File: src/bridge_diag_defines.svh
// Offsets, field positions, reset values and threshold figures for the diagnostic register
`ifndef BRIDGE_DIAG_DEFINES_SVH
`define BRIDGE_DIAG_DEFINES_SVH

`define DIAG0_OFFSET        8'hC0
`define DIAG0_RESET         32'h0000_0000
`define BUS_MSB             31
`define BUS_LSB             24
`define DEV_MSB             23
`define DEV_LSB             19
`define ALT_ERR_BIT         18
`define WAKE_IN_DIS_BIT     17
`define WAKE_PIN_DIS_BIT    16
`define FIFO_MSB            15
`define FIFO_LSB            14
`define ANY_FN_BIT          11
`define PW_CREDIT_BIT       10
`define CPL_CREDIT_BIT      8
`define LINE_CHECK_BIT      7
`define QUAD_PREFETCH_BIT   6
`define THRESH_MSB          5
`define THRESH_LSB          4
`define THRESH_CTRL_BIT     3
`define MEM_CFG_BIT         2
`define RSVD_RW_BIT         1
`define RSVD_HI_MSB         13
`define RSVD_HI_LSB         12
`define RSVD_MID_BIT        9
`define RSVD_LO_BIT         0
`define DEFAULT_LINE_DW     8'h08
`define THRESH_EXTRA_4      8'h04
`define THRESH_EXTRA_8      8'h08
`define THRESH_EXTRA_12     8'h0C
`define PREFETCH_ONE_DW     2'h0
`define PREFETCH_TWO_LINES  2'h1
`define PREFETCH_FOUR_LINES 2'h2

`endif

File: src/bridge_diag_pkg.sv
// Types shared by the bridge control and diagnostic register
package bridge_diag_pkg;

    typedef struct packed {
        logic        valid;
        logic        write;
        logic [7:0]  offset;
        logic [3:0]  byte_en;
        logic [31:0] wdata;
    } cfg_req_t;

    typedef struct packed {
        logic [7:0] bus;
        logic [4:0] device;
        logic       valid;
    } capture_t;

    typedef enum logic [1:0] {
        PF_ONE_DW,
        PF_TWO_LINES,
        PF_FOUR_LINES
    } prefetch_t;

endpackage

File: src/bridge_control_diag_reg0.sv
// Control and diagnostic register zero of the bridge with its steering outputs
`timescale 1ns/10ps
`include "bridge_diag_defines.svh"

// Function
// - Bits 31:24 read back the captured upstream bus number, read-only.
// - Bits 23:19 read back the captured upstream device number, read-only.
// - Bit 18 set means advisory nonfatal error reporting unsupported.
// - Bit 17 clear routes controller wake event into bridge; set blocks it.
// - Bit 16 clear lets controller wake pin follow event; set disables pin.
// - Bits 17 and 16 clear only on global or power-on reset.
// - Other writable fields clear whenever fundamental reset is low.
// - Bits 15:14 hold the FIFO maximum size in doublewords.
// - Bit 11 set lets bridge answer configuration to any function number.
// - Bit 10 set returns all posted-write flow-control credits.
// - Bit 8 set returns all completion credits immediately.
// - Bit 7 picks transaction size from side-band or cache line size.
// - Bit 6 picks two or four cache lines for read-multiple prefetch.
// - Bit 6 with force-read-multiple extends four lines to plain reads.
// - Read prefetch disable overrides bit 6; burst reads fetch one doubleword.
// - Bit 6 acts only while bit 7 is set.
// - Bits 5:4 pick line plus 4, 8, 12 DW, or two lines plus 4.
// - A PCI transaction is accepted only with threshold space free when bit 3 is set, else with any free space.
// - Invalid cache line size counts as eight doublewords for threshold.
// - Bit 3 enables the upstream request buffer threshold mode.
// - Bit 2 set lets configuration reach memory-mapped configuration registers.
// - Reserved bits 13:12, 9 and 0 always read zero.
// - Register sits at offset C0h and resets to all zeros.
module bridge_control_diag_reg0 (
    // Clock and resets
    input  wire logic                     mclk,
    input  wire logic                     rst,
    input  wire logic                     global_reset_n,
    input  wire logic                     fundamental_reset_n,
    // Configuration access
    input  wire bridge_diag_pkg::cfg_req_t cfg_req,
    output logic                          cfg_ack,
    output logic [31:0]                   cfg_rdata,
    // Captured identity
    input  wire bridge_diag_pkg::capture_t capture,
    // Wake event paths
    input  wire logic                     power_event_signal,
    output logic                          bridge_wake_input,
    output logic                          controller_wake_pin,
    // Upstream read context
    input  wire logic                     force_read_multiple,
    input  wire logic                     read_prefetch_disable,
    input  wire logic                     memory_read_multiple,
    input  wire logic [7:0]               cache_line_size,
    input  wire logic                     cache_line_valid,
    input  wire logic [7:0]               free_buffer_dw,
    input  wire logic                     pci_request,
    // Steering outputs
    output logic                          alternate_error_method,
    output logic [1:0]                    fifo_size,
    output logic                          config_any_function_enable,
    output logic                          posted_write_credit_return,
    output logic                          completion_credit_return,
    output logic                          use_cache_line_size,
    output bridge_diag_pkg::prefetch_t    prefetch_depth,
    output logic                          threshold_mode,
    output logic                          pci_accept,
    output logic                          config_mem_access_enable
);

    ////////////////////////////////////////////////////////////////////////////
    // Register state

    logic [31:0] diag;
    logic [31:0] next_diag;
    logic [31:0] wmask;
    logic        hit;
    logic        do_write;

    always_comb begin
        for (int b = 0; b < 4; b++) begin
            wmask[b*8 +: 8] = {8{cfg_req.byte_en[b]}};
        end
        hit      = cfg_req.valid && (cfg_req.offset == `DIAG0_OFFSET);
        do_write = hit && cfg_req.write;
    end

    // Writable fields clear by fundamental reset; wake bits need global reset
    always_comb begin
        next_diag = diag;
        if (capture.valid) begin
            next_diag[`BUS_MSB:`BUS_LSB] = capture.bus;
            next_diag[`DEV_MSB:`DEV_LSB] = capture.device;
        end
        if (do_write) begin
            // Only writable fields follow the write, read-only ones keep value
            next_diag[`ALT_ERR_BIT] = wmask[`ALT_ERR_BIT]
                ? cfg_req.wdata[`ALT_ERR_BIT] : diag[`ALT_ERR_BIT];
            next_diag[`WAKE_IN_DIS_BIT] = wmask[`WAKE_IN_DIS_BIT]
                ? cfg_req.wdata[`WAKE_IN_DIS_BIT] : diag[`WAKE_IN_DIS_BIT];
            next_diag[`WAKE_PIN_DIS_BIT] = wmask[`WAKE_PIN_DIS_BIT]
                ? cfg_req.wdata[`WAKE_PIN_DIS_BIT] : diag[`WAKE_PIN_DIS_BIT];
            next_diag[`FIFO_MSB:`FIFO_LSB] =
                (cfg_req.wdata[`FIFO_MSB:`FIFO_LSB] & wmask[`FIFO_MSB:`FIFO_LSB])
                | (diag[`FIFO_MSB:`FIFO_LSB] & ~wmask[`FIFO_MSB:`FIFO_LSB]);
            next_diag[`ANY_FN_BIT:`PW_CREDIT_BIT] =
                (cfg_req.wdata[`ANY_FN_BIT:`PW_CREDIT_BIT]
                 & wmask[`ANY_FN_BIT:`PW_CREDIT_BIT])
                | (diag[`ANY_FN_BIT:`PW_CREDIT_BIT]
                   & ~wmask[`ANY_FN_BIT:`PW_CREDIT_BIT]);
            next_diag[`CPL_CREDIT_BIT:`RSVD_RW_BIT] =
                (cfg_req.wdata[`CPL_CREDIT_BIT:`RSVD_RW_BIT]
                 & wmask[`CPL_CREDIT_BIT:`RSVD_RW_BIT])
                | (diag[`CPL_CREDIT_BIT:`RSVD_RW_BIT]
                   & ~wmask[`CPL_CREDIT_BIT:`RSVD_RW_BIT]);
        end
        next_diag[`RSVD_HI_MSB:`RSVD_HI_LSB] = 2'h0;
        next_diag[`RSVD_MID_BIT]             = 1'h0;
        next_diag[`RSVD_LO_BIT]              = 1'h0;
        // Reset priorities: fundamental clears all but wake bits
        if (!fundamental_reset_n) begin
            next_diag[`BUS_MSB:`WAKE_IN_DIS_BIT+1] = '0;
            next_diag[`FIFO_MSB:0]                 = '0;
        end
        if (!global_reset_n) begin
            next_diag[`WAKE_IN_DIS_BIT]  = 1'h0;
            next_diag[`WAKE_PIN_DIS_BIT] = 1'h0;
        end
    end

    // rst stands for the internal power-on reset, clearing everything but prefetch_depth, which loads PF_TWO_LINES
    always_ff @(posedge mclk) begin
        if (rst) begin
            diag <= `DIAG0_RESET;
        end else begin
            diag <= next_diag;
        end
    end

    ////////////////////////////////////////////////////////////////////////////
    // Read answer

    logic        next_ack;
    logic [31:0] next_rdata;

    always_comb begin
        next_ack   = cfg_req.valid;
        next_rdata = 32'h0000_0000;
        if (hit && !cfg_req.write) begin
            next_rdata = diag;
        end
    end

    always_ff @(posedge mclk) begin
        if (rst) begin
            cfg_ack   <= 1'h0;
            cfg_rdata <= 32'h0000_0000;
        end else begin
            cfg_ack   <= next_ack;
            cfg_rdata <= next_rdata;
        end
    end

    ////////////////////////////////////////////////////////////////////////////
    // Steering

    logic [7:0]                 line_dw;
    logic [7:0]                 need_dw;
    bridge_diag_pkg::prefetch_t next_prefetch;
    logic                       next_accept;

    always_comb begin
        line_dw = cache_line_valid ? cache_line_size : `DEFAULT_LINE_DW;
        case (diag[`THRESH_MSB:`THRESH_LSB])
            2'h0:    need_dw = 8'(line_dw + `THRESH_EXTRA_4);
            2'h1:    need_dw = 8'(line_dw + `THRESH_EXTRA_8);
            2'h2:    need_dw = 8'(line_dw + `THRESH_EXTRA_12);
            default: need_dw = 8'((line_dw << 1) + `THRESH_EXTRA_4);
        endcase
        // Without threshold mode a request only needs any free space
        next_accept = pci_request
            && (diag[`THRESH_CTRL_BIT] ? (free_buffer_dw >= need_dw)
                                       : (free_buffer_dw != 8'h00));
        if (read_prefetch_disable) begin
            next_prefetch = bridge_diag_pkg::PF_ONE_DW;
        end else if (diag[`LINE_CHECK_BIT] && diag[`QUAD_PREFETCH_BIT]
                     && (memory_read_multiple || force_read_multiple)) begin
            next_prefetch = bridge_diag_pkg::PF_FOUR_LINES;
        end else begin
            next_prefetch = bridge_diag_pkg::PF_TWO_LINES;
        end
    end

    always_ff @(posedge mclk) begin
        if (rst) begin
            bridge_wake_input          <= 1'h0;
            controller_wake_pin        <= 1'h0;
            alternate_error_method     <= 1'h0;
            fifo_size                  <= 2'h0;
            config_any_function_enable <= 1'h0;
            posted_write_credit_return <= 1'h0;
            completion_credit_return   <= 1'h0;
            use_cache_line_size        <= 1'h0;
            prefetch_depth             <= bridge_diag_pkg::PF_TWO_LINES;
            threshold_mode             <= 1'h0;
            pci_accept                 <= 1'h0;
            config_mem_access_enable   <= 1'h0;
        end else begin
            bridge_wake_input   <= power_event_signal && !diag[`WAKE_IN_DIS_BIT];
            controller_wake_pin <= power_event_signal && !diag[`WAKE_PIN_DIS_BIT];
            alternate_error_method     <= diag[`ALT_ERR_BIT];
            fifo_size                  <= diag[`FIFO_MSB:`FIFO_LSB];
            config_any_function_enable <= diag[`ANY_FN_BIT];
            posted_write_credit_return <= diag[`PW_CREDIT_BIT];
            completion_credit_return   <= diag[`CPL_CREDIT_BIT];
            use_cache_line_size        <= diag[`LINE_CHECK_BIT];
            prefetch_depth             <= next_prefetch;
            threshold_mode             <= diag[`THRESH_CTRL_BIT];
            pci_accept                 <= next_accept;
            config_mem_access_enable   <= diag[`MEM_CFG_BIT];
        end
    end

    ////////////////////////////////////////////////////////////////////////////
    // Checks

    property p_rsvd_zero;
        @(posedge mclk) disable iff (rst)
        cfg_ack |-> (cfg_rdata[`RSVD_HI_MSB:`RSVD_HI_LSB] == 2'h0
                     && !cfg_rdata[`RSVD_MID_BIT] && !cfg_rdata[`RSVD_LO_BIT]);
    endproperty
    a_rsvd_zero: assert property (p_rsvd_zero) else $error("reserved bit nonzero");

    property p_wake_pin;
        @(posedge mclk) disable iff (rst)
        diag[`WAKE_PIN_DIS_BIT] |=> !controller_wake_pin;
    endproperty
    a_wake_pin: assert property (p_wake_pin) else $error("wake pin not gated");

    property p_wake_in;
        @(posedge mclk) disable iff (rst)
        (!diag[`WAKE_IN_DIS_BIT] && power_event_signal) |=> bridge_wake_input;
    endproperty
    a_wake_in: assert property (p_wake_in) else $error("wake input not routed");

    property p_fundamental_reset_n_keeps_wake;
        @(posedge mclk) disable iff (rst)
        (!fundamental_reset_n && global_reset_n && !do_write)
            |=> diag[`WAKE_IN_DIS_BIT:`WAKE_PIN_DIS_BIT]
                == $past(diag[`WAKE_IN_DIS_BIT:`WAKE_PIN_DIS_BIT]);
    endproperty
    a_fundamental_reset_n_keeps_wake: assert property (p_fundamental_reset_n_keeps_wake) else $error("wake bit lost");

    property p_fundamental_reset_n_clears;
        @(posedge mclk) disable iff (rst)
        !fundamental_reset_n |=> diag[`FIFO_MSB:0] == 16'h0000;
    endproperty
    a_fundamental_reset_n_clears: assert property (p_fundamental_reset_n_clears) else $error("field not cleared");

    property p_prefetch_off;
        @(posedge mclk) disable iff (rst)
        read_prefetch_disable |=> prefetch_depth == bridge_diag_pkg::PF_ONE_DW;
    endproperty
    a_prefetch_off: assert property (p_prefetch_off) else $error("prefetch not off");

    property p_quad_gated;
        @(posedge mclk) disable iff (rst)
        !diag[`LINE_CHECK_BIT] |=> prefetch_depth != bridge_diag_pkg::PF_FOUR_LINES;
    endproperty
    a_quad_gated: assert property (p_quad_gated) else $error("quad without line check");

    property p_accept_space;
        @(posedge mclk) disable iff (rst)
        (diag[`THRESH_CTRL_BIT] && free_buffer_dw < need_dw) |=> !pci_accept;
    endproperty
    a_accept_space: assert property (p_accept_space) else $error("accepted short space");

    property p_ro_write;
        @(posedge mclk) disable iff (rst)
        (do_write && !capture.valid && fundamental_reset_n)
            |=> diag[`BUS_MSB:`DEV_LSB] == $past(diag[`BUS_MSB:`DEV_LSB]);
    endproperty
    a_ro_write: assert property (p_ro_write) else $error("read-only field written");

    property p_capture_bus;
        @(posedge mclk) disable iff (rst)
        (capture.valid && fundamental_reset_n)
            |=> diag[`BUS_MSB:`BUS_LSB] == $past(capture.bus);
    endproperty
    a_capture_bus: assert property (p_capture_bus) else $error("bus not captured");

    property p_capture_dev;
        @(posedge mclk) disable iff (rst)
        (capture.valid && fundamental_reset_n)
            |=> diag[`DEV_MSB:`DEV_LSB] == $past(capture.device);
    endproperty
    a_capture_dev: assert property (p_capture_dev) else $error("device not captured");

    property p_alt_err;
        @(posedge mclk) disable iff (rst)
        !$past(rst) |-> alternate_error_method == $past(diag[`ALT_ERR_BIT]);
    endproperty
    a_alt_err: assert property (p_alt_err) else $error("error method not copied");

    property p_fifo;
        @(posedge mclk) disable iff (rst)
        !$past(rst) |-> fifo_size == $past(diag[`FIFO_MSB:`FIFO_LSB]);
    endproperty
    a_fifo: assert property (p_fifo) else $error("fifo size not copied");

    property p_any_fn;
        @(posedge mclk) disable iff (rst)
        !$past(rst) |-> config_any_function_enable == $past(diag[`ANY_FN_BIT]);
    endproperty
    a_any_fn: assert property (p_any_fn) else $error("any function not copied");

    property p_pw_credit;
        @(posedge mclk) disable iff (rst)
        !$past(rst) |-> posted_write_credit_return == $past(diag[`PW_CREDIT_BIT]);
    endproperty
    a_pw_credit: assert property (p_pw_credit) else $error("posted credit not copied");

    property p_cpl_credit;
        @(posedge mclk) disable iff (rst)
        !$past(rst) |-> completion_credit_return == $past(diag[`CPL_CREDIT_BIT]);
    endproperty
    a_cpl_credit: assert property (p_cpl_credit) else $error("cpl credit not copied");

    property p_line_check;
        @(posedge mclk) disable iff (rst)
        !$past(rst) |-> use_cache_line_size == $past(diag[`LINE_CHECK_BIT]);
    endproperty
    a_line_check: assert property (p_line_check) else $error("line check not copied");

    property p_thresh_mode;
        @(posedge mclk) disable iff (rst)
        !$past(rst) |-> threshold_mode == $past(diag[`THRESH_CTRL_BIT]);
    endproperty
    a_thresh_mode: assert property (p_thresh_mode) else $error("mode not copied");

    property p_mem_cfg;
        @(posedge mclk) disable iff (rst)
        !$past(rst) |-> config_mem_access_enable == $past(diag[`MEM_CFG_BIT]);
    endproperty
    a_mem_cfg: assert property (p_mem_cfg) else $error("mem access not copied");

    property p_quad_on;
        @(posedge mclk) disable iff (rst)
        (diag[`LINE_CHECK_BIT] && diag[`QUAD_PREFETCH_BIT] && force_read_multiple
         && !read_prefetch_disable) |=> prefetch_depth == bridge_diag_pkg::PF_FOUR_LINES;
    endproperty
    a_quad_on: assert property (p_quad_on) else $error("forced quad missing");

    property p_read_hit;
        @(posedge mclk) disable iff (rst)
        (hit && !cfg_req.write) |=> cfg_ack && cfg_rdata == $past(diag);
    endproperty
    a_read_hit: assert property (p_read_hit) else $error("read data wrong");

    property p_miss;
        @(posedge mclk) disable iff (rst)
        (cfg_req.valid && !hit) |=> cfg_ack && cfg_rdata == 32'h0000_0000;
    endproperty
    a_miss: assert property (p_miss) else $error("other offset aliased");

endmodule // bridge_control_diag_reg0

File: config.mk
export PLATFORM = sky130hd
export DESIGN_NAME = bridge_control_diag_reg0
export DESIGN_NICKNAME = d
export VERILOG_FILES = /design/src/bridge_diag_pkg.sv /design/src/bridge_control_diag_reg0.sv
export VERILOG_INCLUDE_DIRS = /design/src /design/src/src
export SDC_FILE = /design/constraint.sdc
export NUM_CORES = 1
export LEC_CHECK = 0
export BUFFER_PORTS_ARGS = -buffer_cell sky130_fd_sc_hd__buf_2
export CORE_MARGIN = 1.5
export CORE_UTILIZATION = 24
export DETAILED_ROUTE_END_ITERATION = 16
export PLACE_DENSITY_LB_ADDON = 0.25
export SYNTH_ARGS = -nofsm -noshare
export SYNTH_HDL_FRONTEND = slang
export SYNTH_SLANG_ARGS = --single-unit
File: constraint.sdc
create_clock -name mclk -period 3.6 [get_ports mclk]
set_clock_uncertainty 0.05 [all_clocks]
set_input_delay 0.36 -clock mclk [delete_from_list [all_inputs] [get_ports mclk]]
set_output_delay 0.36 -clock mclk [all_outputs]
set_load 0.02 [all_outputs]
## After elaboration in Yosys (flattened, before gate mapping)

Index checks and enable logic that the tools add are counted.

| word-level totals | value |
|---|---|
| register bits after elaboration | 79 |
| input bits | 86 |
| output and inout port bits | 47 |
| logic and storage cells | 66 |

| cells by class | value |
|---|---|
| add/sub/neg operators | 4 |
| magnitude comparators | 1 |
| equality and inequality tests | 3 |
| muxes and demuxes | 5 |
| bitwise gates (word level) | 14 |
| reduce and logical (&&, ||, !) cells | 19 |

Operator list:

| cell | count |
|---|---|
| case mux 8 bit (3 select lines) | 1 |
| adder 8 x 3 -> 8 bit (second input constant) | 2 |
| adder 8 x 4 -> 8 bit (second input constant) | 2 |
| bitwise AND 8 bit | 2 |
| bitwise AND 2 bit | 4 |
| == test 8 bit (second input constant) | 1 |
| >= comparator 8 bit | 1 |
| logical AND 1 bit | 8 |
| 2-to-1 mux 8 bit | 1 |
| NOT 8 bit | 1 |
| bitwise OR 8 bit | 1 |
| nonzero test 8 bit | 1 |
| OR reduction 2 bit | 4 |
| bitwise OR 2 bit | 2 |
| logical NOT 1 bit | 3 |
| NOT 1 bit | 3 |
| == test 2 x 1 -> 1 bit (second input constant) | 1 |
| == test 2 bit (second input constant) | 1 |
| logical NOT 2 bit | 1 |
| 2-to-1 mux 1 bit | 2 |
| 2-to-1 mux 2 bit | 1 |
| NOT 2 bit | 1 |
| AND reduction 2 bit | 1 |
| logical OR 1 bit | 1 |

## Longest topological paths before layout

| depth | value |
|---|---|
| word-level depth | 6 |
| mapped depth | 12 |
| gate-level depth less buffers | 11 |

## Least setup slack after synthesis

OpenSTA, ideal clock, no wires.

| path | value |
|---|---|
| path type | register to register |
| start point | register with a tool-made name |
| end point | register pci_accept |
| setup time | 0.125 ns |
| arrival time | 2.387 ns |
| required time | 3.425 ns |
| path slack | 1.037 ns |
| cell stages (with the launch flop) | 12 |
| buffers on the path | 1 |
| period minus slack after synthesis | 2.563 ns |
| cells stage by stage | dfxtp_1 -> clkbuf_1 -> nor2b_1 -> ha_1 -> a21oi_1 -> nor2b_1 -> xnor2_1 -> o22a_1 -> ha_1 -> a21o_1 -> a211oi_1 -> a21oi_1 |

RTL lines:

| what | RTL line | RTL |
|---|---|---|
| end signal: assignment | bridge_control_diag_reg0.sv:214 | `pci_accept <= next_accept;` |
| end: declaration | bridge_control_diag_reg0.sv:62 | `output logic pci_accept,` |

==> flow_metrics.env <==
export IMPL_drc=0
export IMPL_wl_per_cell_um=12.73
export IMPL_wl_mm=7.012
export IMPL_via_per_inst=4.196
export IMPL_first_pass_iters=4
export IMPL_hold_violations=0
export IMPL_grt_setup_unrepaired="no"
export IMPL_synth_warnings=0
export IMPL_final_cell_mix="110 x buf_2, 71 x dfxtp_1, 38 x nor2_1"
export IMPL_worst_path_max_delay_cell="dfxtp_1"
export IMPL_finalSetupViolCount=0
export IMPL_synth_compound_area_frac=0.05191
export IMPL_synth_avg_cell_area_um2=10.16
export IMPL_timing_fmax_ghz=0.3647
export IMPL_synth_fa_ha_area_frac=0.05405
export IMPL_die_area_mm2=0.01282
export IMPL_synthToLayoutAreaGrowth_pct=32.90
export IMPL_postCtsSetupBuffers=0
export IMPL_p_sw_frac=0.2220
export IMPL_coreArea_mm2=0.01191
export IMPL_yosysTopAreaCellShare=0.4873
export IMPL_insertion_delay_ns=0.33
export IMPL_place_congestion=0.7620
export IMPL_cpPeakStageDelay_ns=0.62
export IMPL_power_share_clock=0.466
export IMPL_die_h_um=113.2
export IMPL_synth_top_family_by_area="simple AND/OR/NAND/NOR gates"
export IMPL_mostFrequentLayoutCell="buf_2"
export IMPL_p_switching_w=0.0003878
export IMPL_io_pins=133
export IMPL_required_ns=3.76
export IMPL_start_kind="flip-flop"
export IMPL_hold_ws_ns=0.1627
export IMPL_dp_hpwl_mm=5.297
export IMPL_drtIter0Drc=75
export IMPL_drv_cap=0
export IMPL_cts_hold_fix_buffers=0
export IMPL_cts_tree="yes"
export IMPL_vias=2312
export IMPL_synthXorXnorAreaFrac=0.02703
export IMPL_cp_end_kind="flip-flop"
export IMPL_clock_path_buffers=2
export IMPL_critical_path_buf_inv_count=0
export IMPL_die_x_um=113.2
export IMPL_initial_core_util=0.2449
export IMPL_h_tree_depth=3
export IMPL_n_antenna_cell=0
export IMPL_ir_worst_vdd_uv=192.7
export IMPL_internal_power_w=0.001359
export IMPL_synth_cell_types=45
export IMPL_gr_total_overflow=0
export IMPL_rows=40
export IMPL_critPathKind="reg -> reg"
export IMPL_yosys_top_cells_area="dfxtp_1 49%, mux2i_1 9.6%, nor2_1 4.9%, ha_1 4.7%, and2_2 3.9%"
export IMPL_num_fill_cells=1245
export IMPL_synthCells=287
export IMPL_fin_crit_sh=0.7617
export IMPL_placed_cells=535
export IMPL_synthFlopType="dfxtp_1"
export IMPL_cts_sinks=71
export IMPL_ant_nets=0
export IMPL_arrival_ns=2.90
export IMPL_fin_crit_ns=2.742
export IMPL_port_buffer_count=110
export IMPL_antenna_found_initial=0
export IMPL_drive_gt1_frac=0.3738
export IMPL_total_power_w=0.001747
export IMPL_yosysTopAreaCell="dfxtp_1"
export IMPL_crit_family="compound AO/OA/AOI/OAI gates"
export IMPL_crit_chain="nor2b_1 -> ha_1 -> a21oi_1 -> nor2b_1 -> xnor2_1 -> o22a_1 -> ha_1 -> a21o_1 -> a211oi_1 -> a21oi_1"
export IMPL_power_frac_comb=0.078
export IMPL_cts_buffers_inserted=9
export IMPL_syn_area_mm2=0.002917
export IMPL_finalMaxSlewViolations=0
export IMPL_muxShareOfSynthArea=0.1038
export IMPL_p_leak_nw=1.767
export IMPL_relSlewSlack=0.5214
export IMPL_seq_area_frac_synth=0.4873
export IMPL_cts_clk_slew_worst_paths_ns=0.06
export IMPL_grt_max_degree=27
export IMPL_fin_cells=551
export IMPL_root_buffer="clkbuf_16"
export IMPL_grt_pass1_vias=2323
export IMPL_final_net_count=497
export IMPL_track_usage=0.1140
export IMPL_synth_async_reset_ratio=0
export IMPL_tightest_slew_ns=0.7125
export IMPL_status="completed"
export IMPL_worstHoldPathType="in -> reg"
export IMPL_worst_path_max_fanout=16
export IMPL_ys_seq_elements=71
export IMPL_synth_enable_flop_cells=0
export IMPL_setup_tns_final_ns=0
export IMPL_grt_pass1_wl_mm=11.36
export IMPL_power_density_mw_per_mm2=450.7
export IMPL_p_seq_frac=0.456
export IMPL_cts_resized_gates=0
export IMPL_synth_simple_area_share=0.2385
stage by stage:
stage / instance area, um2 / utilization / setup slack [ns]
finish: 3876 / 0.3254 / 0.8579
CTS: 3876 / 0.3254 / 0.8444
global placement: 3598 / 0.3021 / 0.8725
global route: 3876 / 0.3254 / 0.5519
floorplan: 2928 / - / 1.037
detailed placement: 3598 / 0.3021 / 0.8623
synth_stat cells, drive strengths merged (6+ instances only):
library cell,n
dfxtp,71
nor2,38
and2,28
mux2i,28
nand2,14
nor2b,12
ha,11
clkbuf,8
a21oi,7
buf,7
nor3,6
o21ai,6
xnor2,6
power by group through the flow:
stage / Combinational, W / Clock [W] / Sequential [W]
floorplan: 0.0000737 / 0 / 0.000817
global placement: 0.000136 / 0 / 0.000813
detailed placement: 0.000139 / 0 / 0.000813
CTS: 0.000139 / 0.000845 / 0.000796
global route: 0.000155 / 0.000883 / 0.000797
finish: 0.000137 / 0.000814 / 0.000796
final cells by class:
class                           count  area (um2)  share of cell area
Multi-Input combinational cell    199        1401              0.3615
Tap cell                          147       183.9             0.04745
Inverter                            5       18.77            0.004842
Sequential cell                    71        1421              0.3667
Clock inverter                      3       17.52            0.004519
Clock buffer                       13       260.3             0.06714
Timing Repair Buffer              113       573.1              0.1478
layer usage:
| metal | GRT usage | wire length, um | up-vias |
|---|---|---|---|
| met2 | 0.1964 | 3343 | 72 |
| met3 | 0.03856 | 423 | 2 |
| met5 | 0 | 0 | - |
| li1 | - | - | 1186 |
| met1 | 0.1360 | 3227 | 1052 |
| met4 | 0.03000 | 18 | 0 |
worst paths after layout:
kind	startpoint	cells past startpoint	slack, ns	end
setup / recovery	flip-flop	10	0.86	pci_accept
hold / removal	read_prefetch_disable	2	0.16	prefetch_depth[1]
setup reg to reg	flip-flop	10	0.86	pci_accept
hold reg to reg	diag[17]	1	0.38	bridge_wake_input
kinds of logic after synthesis:
logic type | Yosys count
mux | 30
compound gates | 23
simple gates | 121
xor+xnor | 9
other cells | 1
buf+inv | 20
fa+ha+maj | 12
flops | 71
(Power assumes the default switching activity.)
